**config.mk**
```make
export PLATFORM = sky130hd
export DESIGN_NAME = channel_interface_tag_control
export DESIGN_NICKNAME = d
export VERILOG_FILES = /design/src/design/chan_pkg.sv /design/src/design/channel_interface_tag_control.sv /design/src/design/out_buffer.sv
export SDC_FILE = /design/constraint.sdc
export NUM_CORES = 1
export LEC_CHECK = 0
export BUFFER_PORTS_ARGS = -buffer_cell sky130_fd_sc_hd__buf_2
export CAP_MARGIN = 5
export CORE_ASPECT_RATIO = 0.5
export CORE_UTILIZATION = 50
export CTS_CLUSTER_SIZE = 24
export DETAILED_ROUTE_END_ITERATION = 12
export PLACE_DENSITY = 0.75
export REMOVE_ABC_BUFFERS = 1
export SYNTH_ARGS = -nofsm -noshare
export SYNTH_HDL_FRONTEND = slang
export SYNTH_SLANG_ARGS = --single-unit
```
**constraint.sdc**
```tcl
create_clock -name SYS_CLK -period 2.7 [get_ports SYS_CLK]
set_input_delay 0.675 -clock SYS_CLK [delete_from_list [all_inputs] [get_ports SYS_CLK]]
set_output_delay 0.675 -clock SYS_CLK [all_outputs]
set_load 0.1 [all_outputs]
```
**src/design/chan_pkg.sv**
```systemverilog
// Summary of operation
// RULE1 - tag word sets 1 bits, clears 0 bits; set/reset bit ignored
// RULE2 - selective reset bit 0 drops op-out for 6 microseconds
// RULE3 - initial-selection tag bit 4 inhibits low-priority traps
// RULE4 - diagnostic reset tag bit 6 clears the channel latches
// RULE5 - bit 0 set-only inverted op-out; bits 1,2,3,5 drive out-tags
// RULE6 - out-tag view: op-out, out-tags in bits 1,2,3,5, suppress-out bit 7
// RULE7 - latch view: chain, buffered, burst, parity, init-sel, int, inhibit, suppress
// RULE8 - bad bus-in parity sets parity-error latch, view bit 3
// RULE9 - suppress latch bit 7 marks command chaining and command fetch
// RULE10 - in-tag view: address, not-select, service, status, op-in, not-request, id, diag
// RULE11 - service-in, status-in show only until command-out or service-out
// RULE12 - inbound byte reads bus-in lines 0 to 7 in bits 0 to 7
// RULE13 - store/move words to the interface load the outbound byte
// RULE14 - latch register: chain, id, burst, diagnostic, interrupt buffer, suppress
// RULE15 - latch write bit 3: 1 sets buffered-device, 0 clears parity error
// RULE16 - check sets trap mask bit; second check stops clock, lights error
// RULE17 - machine-check trap only when status word mask bit is on
// RULE18 - interface check logs eight bytes from location 80 in fixed order
// RULE19 - logged error count: 6 bits in 2-7, bits 0-1 ones
// RULE20 - unit id bits 0-2: 000 integrated, 001 multiplexer, 01x selector, 100 comms
// RULE21 - selector unit id bits 2-6 count interface sequence timeout
// RULE22 - unit id bit 7 marks direct status; byte 1 holds device address
// RULE23 - control unit answers address with op-in, address-in, then status and data
package chan_pkg;

   // microword ops
   typedef enum logic [1:0] {
      OP_SETRST = 2'h0,
      OP_BRANCH = 2'h1,
      OP_STORE  = 2'h2,
      OP_MOVE   = 2'h3
   } uop_op_t;

   typedef struct packed {
      uop_op_t    op;
      logic       to_if;   // towards the interface
      logic [3:0] sel;     // external source decode or set/reset target
      logic [0:7] k;       // immediate field
      logic [0:7] wdata;   // storage/move data
   } uop_t;

   typedef struct packed {
      logic adr_in;
      logic sel_in;
      logic svc_in;
      logic sts_in;
      logic op_in;
      logic req_in;
   } in_tags_t;

   typedef struct packed {
      logic op_out;
      logic svc_out;
      logic adr_out;
      logic cmd_out;
      logic sel_out;
      logic sup_out;
   } out_tags_t;

   // targets and decodes
   localparam logic [3:0] SEL_TAG       = 4'hb;
   localparam logic [3:0] SEL_LATCH     = 4'ha;
   localparam logic [3:0] SEL_LATCHVIEW = 4'hc;
   localparam logic [3:0] SEL_INVIEW    = 4'hd;
   localparam logic [3:0] SEL_OUTVIEW   = 4'he;
   localparam logic [3:0] SEL_BUS       = 4'hf;

   // tag register bits
   localparam int TAG_SELRST = 0;
   localparam int TAG_SVC    = 1;
   localparam int TAG_ADR    = 2;
   localparam int TAG_CMD    = 3;
   localparam int TAG_INIT   = 4;
   localparam int TAG_SEL    = 5;
   localparam int TAG_DIAG   = 6;

   // latch register bits
   localparam int LAT_CHAIN = 0;
   localparam int LAT_ID    = 1;
   localparam int LAT_BURST = 2;
   localparam int LAT_BUFD  = 3;
   localparam int LAT_DIAG  = 4;
   localparam int LAT_IB    = 5;
   localparam int LAT_SUPP  = 7;

   localparam logic [0:7] TAG_RESET   = 8'h00;
   localparam logic [0:7] LATCH_RESET = 8'h00;
   localparam logic [0:7] LATCH_WMASK = 8'hed;

   // timing
   localparam int CLK_NS     = 5;
   localparam int SELRST_NS  = 6000;
   localparam int SELRST_CYC = (SELRST_NS + CLK_NS - 1) / CLK_NS;
   localparam int TMO_TICK_CYC = 4000;

   // logout
   localparam logic [15:0] LOG_BASE    = 16'h0080;
   localparam int          LOG_BYTES   = 8;
   localparam logic [1:0]  ERRCNT_HIGH = 2'h3;
   localparam logic [2:0]  UID_MPX     = 3'h1;
   localparam logic [1:0]  UID_SELECT  = 2'h1;

   localparam int BUF_WIDTH = 8;

endpackage

```
**src/design/channel_interface_tag_control.sv**
```systemverilog
`timescale 1ns/100ps
`default_nettype none
module channel_interface_tag_control
   import chan_pkg::*;
#(
   parameter int SELRST_CYCLES = SELRST_CYC
) (
   // clock and reset
   input  wire logic        SYS_CLK,
   input  wire logic        RST_N,
   // microword port
   input  wire logic        UOP_VALID,
   input  wire uop_t        UOP,
   output logic             UOP_READY,
   output logic [0:7]       RD_DATA,
   output logic             RD_VALID,
   // channel interface
   input  wire in_tags_t    IN_TAGS,
   input  wire logic [0:7]  BUS_IN,
   input  wire logic        BUS_IN_P,
   output var out_tags_t    OUT_TAGS,
   output logic [0:7]       BUS_OUT,
   output logic             BUS_OUT_P,
   // traps and checks
   output logic             LOWPRI_INHIBIT,
   input  wire logic        MACHINE_CHECK,
   input  wire logic        CHECK_LOGGED,
   input  wire logic        PSW_MC_MASK,
   output logic             MC_TRAP,
   output logic             TRAP_MASK_BIT,
   output logic             CLOCK_STOP,
   output logic             ERROR_LIGHT,
   // logout
   input  wire logic        IFC_CHECK,
   input  wire logic [0:7]  TRAP_PRIORITY,
   input  wire logic [0:7]  BRANCH_COND,
   input  wire logic        SELECTOR_MODE,
   input  wire logic [0:3]  MPX_FUNC,
   input  wire logic        CSW_DIRECT,
   output logic             LOG_VALID,
   output logic [15:0]      LOG_ADDR,
   output logic [0:7]       LOG_DATA,
   input  wire logic        LOG_READY
);

   typedef enum logic [1:0] {
      L_IDLE = 2'b01,
      L_RUN  = 2'b10
   } log_state_t;

   function automatic logic is_bus(input logic [3:0] sel);
      is_bus = (sel == SEL_BUS);
   endfunction

   // reset release
   logic rst_meta_q;
   logic rst_n_q;

   always_ff @(posedge SYS_CLK or negedge RST_N) begin
      if (!RST_N) begin
         rst_meta_q <= 1'b0;
         rst_n_q    <= 1'b0;
      end else begin
         rst_meta_q <= 1'b1;
         rst_n_q    <= rst_meta_q;
      end
   end

   // state
   logic [0:7]  tag_q;
   logic [0:7]  tag_d;
   logic [0:7]  latch_q;
   logic [0:7]  latch_d;
   logic        bufd_q;
   logic        perr_q;
   logic [10:0] selrst_cnt_q;
   logic [0:7]  bus_out_q;
   logic        bus_out_p_q;
   logic [0:7]  dev_addr_q;
   logic [0:7]  rd_q;
   logic        rd_valid_q;
   logic        trap_mask_q;
   logic        stop_q;
   logic        mc_trap_q;
   logic [11:0] tick_q;
   logic [4:0]  tmo_q;
   logic [5:0]  errcnt_q;
   logic [0:7]  log_q [0:LOG_BYTES-1];
   logic [2:0]  log_idx_q;
   log_state_t  log_state_q;

   // microword decode
   wire out_req   = UOP_VALID & is_bus(UOP.sel) & UOP.to_if
                    & ((UOP.op == OP_STORE) | (UOP.op == OP_MOVE));     // RULE13
   wire buf_ready;
   wire go        = UOP_VALID & UOP_READY;
   wire is_sr     = (UOP.op == OP_SETRST);
   wire wr_tag    = go & is_sr & (UOP.sel == SEL_TAG);
   wire wr_latch  = go & is_sr & (UOP.sel == SEL_LATCH);
   wire rd_req    = go & ~is_sr & ~out_req;
   wire rd_bus    = rd_req & is_bus(UOP.sel);
   assign UOP_READY = ~out_req | buf_ready;

   // parity and tag views
   wire bus_in_bad = ~(^{BUS_IN, BUS_IN_P});                            // RULE8
   wire diag_rst   = tag_q[TAG_DIAG];
   wire sel_done   = tag_q[TAG_SELRST] & (selrst_cnt_q == 11'(SELRST_CYCLES - 1));
   wire svc_vis    = IN_TAGS.svc_in & ~(tag_q[TAG_CMD] | tag_q[TAG_SVC]);  // RULE11
   wire sts_vis    = IN_TAGS.sts_in & ~(tag_q[TAG_CMD] | tag_q[TAG_SVC]);  // RULE11
   wire sup_out    = latch_q[LAT_SUPP] | latch_q[LAT_IB];                  // RULE9

   wire [0:7] latch_view = {latch_q[LAT_CHAIN], bufd_q, latch_q[LAT_BURST], perr_q,
                            tag_q[TAG_INIT], latch_q[LAT_IB], tag_q[TAG_INIT],
                            latch_q[LAT_SUPP]};                          // RULE7
   wire [0:7] in_view    = {IN_TAGS.adr_in, ~IN_TAGS.sel_in, svc_vis, sts_vis,
                            IN_TAGS.op_in, ~IN_TAGS.req_in, latch_q[LAT_ID],
                            latch_q[LAT_DIAG]};                          // RULE10
   wire [0:7] out_view   = {~tag_q[TAG_SELRST], tag_q[TAG_SVC], tag_q[TAG_ADR],
                            tag_q[TAG_CMD], 1'b0, tag_q[TAG_SEL], 1'b0, sup_out};  // RULE6

   wire [0:7] rd_mux = (UOP.sel == SEL_LATCHVIEW) ? latch_view :
                       (UOP.sel == SEL_INVIEW)    ? in_view    :
                       (UOP.sel == SEL_OUTVIEW)   ? out_view   :
                       is_bus(UOP.sel)            ? BUS_IN     :            // RULE12
                       8'h00;

   // tag next value
   always_comb begin
      tag_d = tag_q;
      if (wr_tag) begin
         tag_d              = UOP.k;                                     // RULE1
         tag_d[TAG_SELRST]  = tag_q[TAG_SELRST] | UOP.k[TAG_SELRST];     // RULE5
         tag_d[7]           = 1'b0;
      end
      if (sel_done) begin
         tag_d[TAG_SELRST] = 1'b0;                                       // RULE2
      end
   end

   // latch next value
   always_comb begin
      latch_d = latch_q;
      if (wr_latch) begin
         latch_d = UOP.k & LATCH_WMASK;                                  // RULE14
      end
      if (diag_rst) begin
         latch_d = LATCH_RESET;                                          // RULE4
      end
   end

   always_ff @(posedge SYS_CLK or negedge rst_n_q) begin
      if (!rst_n_q) begin
         tag_q        <= TAG_RESET;
         latch_q      <= LATCH_RESET;
         bufd_q       <= 1'b0;
         perr_q       <= 1'b0;
         selrst_cnt_q <= 11'h000;
      end else begin
         tag_q   <= tag_d;
         latch_q <= latch_d;
         if (diag_rst) begin
            bufd_q <= 1'b0;                                              // RULE4
            perr_q <= 1'b0;
         end else begin
            bufd_q <= bufd_q | (wr_latch & UOP.k[LAT_BUFD]);             // RULE15
            perr_q <= (rd_bus & bus_in_bad)
                      | (perr_q & ~(wr_latch & ~UOP.k[LAT_BUFD]));       // RULE8 RULE15
         end
         if (wr_tag & UOP.k[TAG_SELRST]) begin
            selrst_cnt_q <= 11'h000;
         end else if (tag_q[TAG_SELRST]) begin
            selrst_cnt_q <= selrst_cnt_q + 11'h001;                      // RULE2
         end
      end
   end

   // outbound byte path
   wire       buf_valid;
   wire [0:7] buf_data;
   wire       drain = ~(tag_q[TAG_SVC] | tag_q[TAG_ADR] | tag_q[TAG_CMD]);

   out_buffer #(
      .WIDTH (BUF_WIDTH)
   ) u_out_buffer (
      .clk       (SYS_CLK),
      .rst_n     (rst_n_q),
      .in_valid  (out_req),
      .in_ready  (buf_ready),
      .in_data   (UOP.wdata),
      .out_valid (buf_valid),
      .out_ready (drain),
      .out_data  (buf_data)
   );

   always_ff @(posedge SYS_CLK or negedge rst_n_q) begin
      if (!rst_n_q) begin
         bus_out_q   <= 8'h00;
         bus_out_p_q <= 1'b1;
         dev_addr_q  <= 8'h00;
         rd_q        <= 8'h00;
         rd_valid_q  <= 1'b0;
      end else begin
         if (buf_valid & drain) begin
            bus_out_q   <= buf_data;                                     // RULE13
            bus_out_p_q <= ~(^buf_data);
         end
         if (tag_d[TAG_ADR] & ~tag_q[TAG_ADR]) begin
            dev_addr_q <= bus_out_q;                                     // RULE22
         end
         rd_valid_q <= rd_req;
         if (rd_req) begin
            rd_q <= rd_mux;
         end
      end
   end

   // checks and machine-check trap
   always_ff @(posedge SYS_CLK or negedge rst_n_q) begin
      if (!rst_n_q) begin
         trap_mask_q <= 1'b0;
         stop_q      <= 1'b0;
         mc_trap_q   <= 1'b0;
      end else begin
         trap_mask_q <= MACHINE_CHECK | (trap_mask_q & ~CHECK_LOGGED);   // RULE16
         stop_q      <= stop_q | (MACHINE_CHECK & trap_mask_q);          // RULE16
         mc_trap_q   <= MACHINE_CHECK & PSW_MC_MASK;                     // RULE17
      end
   end

   // selector timeout counter
   wire seq_active = tag_q[TAG_SVC] | tag_q[TAG_ADR] | tag_q[TAG_CMD];
   wire tick       = (tick_q == 12'(TMO_TICK_CYC - 1));

   always_ff @(posedge SYS_CLK or negedge rst_n_q) begin
      if (!rst_n_q) begin
         tick_q <= 12'h000;
         tmo_q  <= 5'h00;
      end else begin
         tick_q <= (tick | ~seq_active) ? 12'h000 : tick_q + 12'h001;
         if (~seq_active) begin
            tmo_q <= 5'h00;
         end else if (tick & (tmo_q != 5'h1f)) begin
            tmo_q <= tmo_q + 5'h01;                                      // RULE21
         end
      end
   end

   // unit identification
   wire [0:7] uid0 = SELECTOR_MODE ? {UID_SELECT, tmo_q, CSW_DIRECT}     // RULE20 RULE21
                                   : {UID_MPX, MPX_FUNC, CSW_DIRECT};    // RULE22
   wire [5:0] errcnt_next = errcnt_q + 6'h01;

   // interface control check logout
   wire log_start = IFC_CHECK & (log_state_q == L_IDLE);
   wire log_step  = (log_state_q == L_RUN) & LOG_READY;

   always_ff @(posedge SYS_CLK) begin
      if (log_start) begin
         log_q[0] <= TRAP_PRIORITY;                                      // RULE18
         log_q[1] <= BRANCH_COND;
         log_q[2] <= latch_view;
         log_q[3] <= {ERRCNT_HIGH, errcnt_next};                         // RULE19
         log_q[4] <= in_view;
         log_q[5] <= out_view;
         log_q[6] <= uid0;
         log_q[7] <= dev_addr_q;
      end
   end

   always_ff @(posedge SYS_CLK or negedge rst_n_q) begin
      if (!rst_n_q) begin
         log_state_q <= L_IDLE;
         log_idx_q   <= 3'h0;
         errcnt_q    <= 6'h00;
      end else begin
         unique case (log_state_q)
            L_IDLE: begin
               if (log_start) begin
                  log_state_q <= L_RUN;
                  log_idx_q   <= 3'h0;
                  errcnt_q    <= errcnt_next;
               end
            end
            L_RUN: begin
               if (log_step) begin
                  log_idx_q <= log_idx_q + 3'h1;
                  if (log_idx_q == 3'(LOG_BYTES - 1)) begin
                     log_state_q <= L_IDLE;
                  end
               end
            end
            default: begin
               log_state_q <= L_IDLE;
            end
         endcase
      end
   end

   // outputs
   assign LOG_VALID      = (log_state_q == L_RUN);
   assign LOG_ADDR       = LOG_BASE | {13'h0000, log_idx_q};             // RULE18
   assign LOG_DATA       = log_q[log_idx_q];
   assign RD_DATA        = rd_q;
   assign RD_VALID       = rd_valid_q;
   assign BUS_OUT        = bus_out_q;
   assign BUS_OUT_P      = bus_out_p_q;
   assign LOWPRI_INHIBIT = tag_q[TAG_INIT];                              // RULE3
   assign MC_TRAP        = mc_trap_q;
   assign TRAP_MASK_BIT  = trap_mask_q;
   assign CLOCK_STOP     = stop_q;
   assign ERROR_LIGHT    = stop_q;

   assign OUT_TAGS.op_out  = ~tag_q[TAG_SELRST];                         // RULE5
   assign OUT_TAGS.svc_out = tag_q[TAG_SVC];
   assign OUT_TAGS.adr_out = tag_q[TAG_ADR];
   assign OUT_TAGS.cmd_out = tag_q[TAG_CMD];
   assign OUT_TAGS.sel_out = tag_q[TAG_SEL];
   assign OUT_TAGS.sup_out = sup_out;

endmodule
`default_nettype wire

```
**src/design/out_buffer.sv**
```systemverilog
`timescale 1ns/100ps
`default_nettype none
module out_buffer #(
   parameter int WIDTH = 8
) (
   // clock and reset
   input  wire logic             clk,
   input  wire logic             rst_n,
   // fill side
   input  wire logic             in_valid,
   output logic                  in_ready,
   input  wire logic [WIDTH-1:0] in_data,
   // drain side
   output logic                  out_valid,
   input  wire logic             out_ready,
   output logic [WIDTH-1:0]      out_data
);

   logic [WIDTH-1:0] mem_q [0:1];
   logic             wptr_q;
   logic             rptr_q;
   logic [1:0]       count_q;

   wire push = in_valid & in_ready;
   wire pop  = out_valid & out_ready;

   assign in_ready  = (count_q != 2'h2);
   assign out_valid = (count_q != 2'h0);
   assign out_data  = mem_q[rptr_q];

   always_ff @(posedge clk) begin
      if (push) begin
         mem_q[wptr_q] <= in_data;
      end
   end

   always_ff @(posedge clk or negedge rst_n) begin
      if (!rst_n) begin
         wptr_q  <= 1'b0;
         rptr_q  <= 1'b0;
         count_q <= 2'h0;
      end else begin
         wptr_q  <= wptr_q ^ push;
         rptr_q  <= rptr_q ^ pop;
         count_q <= count_q + {1'b0, push} - {1'b0, pop};
      end
   end

endmodule
`default_nettype wire

```
### After elaboration in Yosys (flattened, before gate mapping)

Memories as Yosys holds them, arrays and structs flattened.
Cells that the tools add are included.

* register bits after elaboration: 91
* output and inout bits: 55
* memory bits (writable): 80
* logic and storage cells: 145
* input bits: 68
* memories kept: 2

Memory list
* log_q: depth 8, bits a word 8, read ports 1, clocked after Yosys merged registers in 0, wr ports 8, line channel_interface_tag_control.sv:88 `logic [0:7] log_q [0:LOG_BYTES-1];`
* u_out_buffer.mem_q: depth 2, bits a word 8, read ports 1, clocked after Yosys merged registers in 0, wr ports 1, line out_buffer.sv:19 `logic [WIDTH-1:0] mem_q [0:1];`

* equality and inequality tests: 19
* $add $sub $neg: 7
* reductions and logical operators: 11
* bitwise operators: 54
* muxes and demuxes: 27

Operators by type and width (count)
* $mux 8: 7
* $and 1x1->1: 27
* $eq 4x4->1 const B: 6
* $mux 11: 2
* $not 1->1: 13
* $add 12x1->12 const B: 1
* $eq 12x12->1 const B: 1
* $mux 12: 1
* $or 1x1->1: 12
* $add 11x1->11 const B: 1
* $eq 11x11->1 const B: 1
* $mux 5: 2
* $reduce_bool 2->1: 5
* $reduce_xor 9->1: 1
* $reduce_xor 8->1: 1
* $mux 1: 7
* $mux 7: 1
* $add 6x1->6 const B: 1
* $eq 2x2->1 const B: 3
* $mux 2: 3
* $mux 3: 2
* $ne 2x1->1 const B: 3
* $pmux 3 s2: 1
* $reduce_and 3->1: 2
* 12 further kinds: 14

### Depth between registers and ports, before layout

* depth in word-level cells: 14
* mapped depth: 9

### Modules after synthesis

Synthesis repeated with hierarchy kept, for this count alone.

* cells, all modules: 553
* area total of the unflattened synthesis: 7313.3 um^2

Modules (own cells, without submodules)
* channel_interface_tag_control: cells each 505, area an instance 6508.7 um^2, times used 1
* out_buffer: cells each 48, area an instance 804.5 um^2, times used 1

### Least setup slack after synthesis

Ideal clock, no wire load.

* kind: register to output
* start: register log_idx_q[1]
* end: output LOG_DATA[0] (netlist bit)
* setup slack: -1865 ps
* cell stages (with the launch flop): 5
* arrival: 3890 ps
* path buffers: 2
* cells stage by stage: dfrtp_1 > clkbuf_1 > buf_1 > inv_1 > o21ai_0

* word-level cells in the longest chain between the ends: 1

Ends and longest elaborated chain
* from (decl): line channel_interface_tag_control.sv:89 `logic [2:0] log_idx_q;`
* from (signal assigned): line channel_interface_tag_control.sv:286 `log_idx_q <= log_idx_q + 3'h1;`
* $mem_v2 8x8
* to (decl): line channel_interface_tag_control.sv:42 `output logic [0:7] LOG_DATA,`

No other way between the ends.

### Worst setup path in the final report

* start: register log_idx_q[1]
* end: output LOG_DATA[2] (netlist bit)

The elaborated chain is that of the path after synthesis.

==> metrics.txt <==
DRC Markers 0; Max Fclk 382.2 MHz; Die H between 80 and 90 um; DP Area 8094 um2; pwr/cell area 1052 nW/um2; WL/cell 17.23 um; Worst-path clk slew 0.07 ns; worst skew pair latency 0.42 ns; Setup Crit Path Kind reg2out; Simple-Gate Fraction of Synth Area 9.968%; Leak Pwr roughly 0.0038 uW; status finished, final reports clean; multiplexer share of the synthesized area 12.37%; YS warnings 0; Critical Path RT between 2 and 2.5 ns; vias in the first global route 4667; FF+latch count, synth 163; Starting Density 52.68%; Vias between 4000 and 5000; grt ovf 0; die area 15230 um2; top cell type's share of synthesized area between 30 and 40%; Max IR drop VDD 0.5798 mV; relative slew slack 55.59%; Synth Area in Compound Gates ~4.1%; global-route wire length before repair 24950 um; critical path buffer and inverter count 3; share of cells above drive strength 1 29.96%; Max Slew Vio Count 0; Setup Viol. Count Final 0; combinational family with the most area after synthesis multiplexers; TritonCTS clock tree yes; sequential area share after synthesis between 60 and 70%; Max clock buf depth 2; via/cell ratio 5.176; Hold WS approximately 0.024 ns; final cell area excluding filler cells between 8000 and 9000 um2; CP max stage cell dfrtp_1; # fillers 1084; 1st-pass router iterations 4; max_cap viols 0; H-tree Lvls 4; Routed WL 15210 um; fin crit period between 2 and 3 ns; total track usage 21.97%; initial antenna violation count 1; most frequent CP cell buf_4; # IOs 123; # Post-CTS Setup Buffers 0; Worst EP arrival around 1.9 ns; utilization after layout just over 60%; NumNets Final 759; Final Hold Vio Count 0; total CTS buffers 17; Inst Count DP around 850; Cell Area, Synth ~7400 um2; Post-synth ARST share 54.60%; Setup crit end kind output pin; Crit path max-delay family buffers and inverters; worst-margin pin slew approximately 0.67 ns; clk_skew around 0.011 ns; Final Wtd Congestion ~0.85; # clock sinks 163; crit-path max FO 14; largest net degree at the start of global routing 50; Max stage delay on crit path 0.34 ns; Site Rows 30; Layout area overhead 18.34%; RSZ-0062 raised after global routing true; area leader, netlist edfxtp_1; core footprint 13960 um2; Cells after Synth 563; worst min path class in2async; Die Wd 173.5 um; CP Launch Type register; library cells used by synthesis 53; Post-synth EDFFs 74; clock root cell clkbuf_16; Synth Area per Inst 13.07 um2; Synth Area in XOR/XNOR 6.311%; ANT cells 0; port bufs between 100 and 150; crit path cell chain buf_4 > buf_4 > mux4_2 > nand2_1 > nand2_1 > buf_4; non-filler cells, final ~880; HPWL after DPL 10740 um; Adder-Cell Fraction of Synth Area ~2.2%; Total Power 9156 uW; ys flop type dfrtp_1; antenna-violating nets left 0; top post-synthesis cells by area edfxtp_1, dfrtp_1, mux4_2, xor2_1, mux2i_1; Final Cycle Share 96.90%; DRT iter0 DRCs roughly 320
cell usage in the layout (no fill, tap or decap), drive strengths merged, types with 23 or more instances in the layout:
cell type / instances
mux2: 25
xor2: 30
inv: 29
buf: 124
nand2: 49
nor2: 57
mux2i: 26
dfrtp: 87
edfxtp: 74
xnor2: 23
cells in the mapped netlist, types with 9 or more instances:
master,number
dfrtp_1,87
edfxtp_1,74
nor2_1,57
nand2_1,49
xor2_1,30
mux2i_1,26
xnor2_1,23
inv_1,21
buf_4,19
a21oi_1,17
mux2_2,17
mux4_2,15
ha_1,13
nand3_1,12
o21ai_0,11
buf_2,9
routing by layer:
metal / global-route usage, % / part of all wire [%] / vias to the layer above
li1: - / - / 2169
met1: 28.33 / 44 / 2224
met2: 36.51 / 49 / 153
met3: 5.990 / 5.9 / 22
met4: 7.804 / 1.5 / 2
met5: 0 / 0.079 / -
worst register-to-register path, cell delays in order, from the launching register on:
cell and delay, ns:
dfrtp_1 0.44, ha_1 0.23, and3_1 0.18, ha_1 0.19
and4b_1 0.41, nand4_1 0.15, xor2_1 0.14, nor2_1 0.05
sequential cells by signal (all words and copies together) (netlist names), 2 cells and up:
register and count:
latch_q 6, tag_q 7, RD_DATA 8, log_state_q 2, u_out_buffer.count_q 2, u_out_buffer.mem_q 16
selrst_cnt_q 11, tmo_q 5, BUS_OUT 8, log_q 58, errcnt_q 6, tick_q 12
dev_addr_q 8, log_idx_q 3
area by class of cell:
cell class	count	area [um2]	area share, %
clock buffer	19	432.9	4.973
clock inverter	13	147.6	1.696
multi-input combinational	349	2629	30.20
tap	192	240.2	2.760
timing repair buffer	125	716.9	8.236
inverter	22	82.58	0.9487
sequential	163	4456	51.19
what timing repair did:
| action | CTS | global route |
|---|---|---|
| pin swaps | 0 | 0 |
| hold buffers | 0 | 0 |
| gates resized for setup | 1 | 15 |
| endpoints found under the setup margin | 1 | 8 |
cell families (layout without fill, tap and decap cells):
kind of cell	count (synthesis)	in the layout
AOI/OAI and AO/OA	49	49
xor gates and xnor gates	53	53
adders and majority gates	13	13
buffers and inverters	63	179
DFF	163	163
muxes	66	66
other	2	14
and+or+nand+nor	154	154
where the power goes:
| part | internal [uW] | switching [uW] | leakage (uW) |
|---|---|---|---|
| Clock | 1380 | 1030 | 0.000290 |
| Combinational | 909 | 2180 | 0.00171 |
| Sequential | 3210 | 438 | 0.00182 |
worst paths after layout:
path | slack, ns | start | to | cells after the start
worst max-delay path | 0.08 | log_idx_q[1]$_DFFE_PN0P_ | LOG_DATA[2] | 6
worst min-delay path | 0.02 | RST_N | rst_n_q$_DFF_PN0_ | 1
worst max register to register | 0.81 | tmo_q[0]$_DFFE_PN0P_ | tmo_q[3]$_DFFE_PN0P_ | 7
worst min register to register | 0.32 | rst_n_q$_DFF_PN0_ | selrst_cnt_q[1]$_DFFE_PN0P_ | 0
max in group asynchronous | 1.67 | rst_n_q$_DFF_PN0_ | log_state_q[0]$_DFFE_PN1P_ | 1
min in group SYS_CLK | 0.35 | rst_meta_q$_DFF_PN0_ | rst_n_q$_DFF_PN0_ | 0
through the flow:
stage	setup WS [ns]	setup TNS, ns
after floorplan	-1.733	-8.589
after global placement	0.3694	0
after detailed placement	0.3598	0
after CTS	0.002148	0
after global routing	-0.01969	-0.02094
final	0.08376	0
Power figures use the tool's default switching activity.
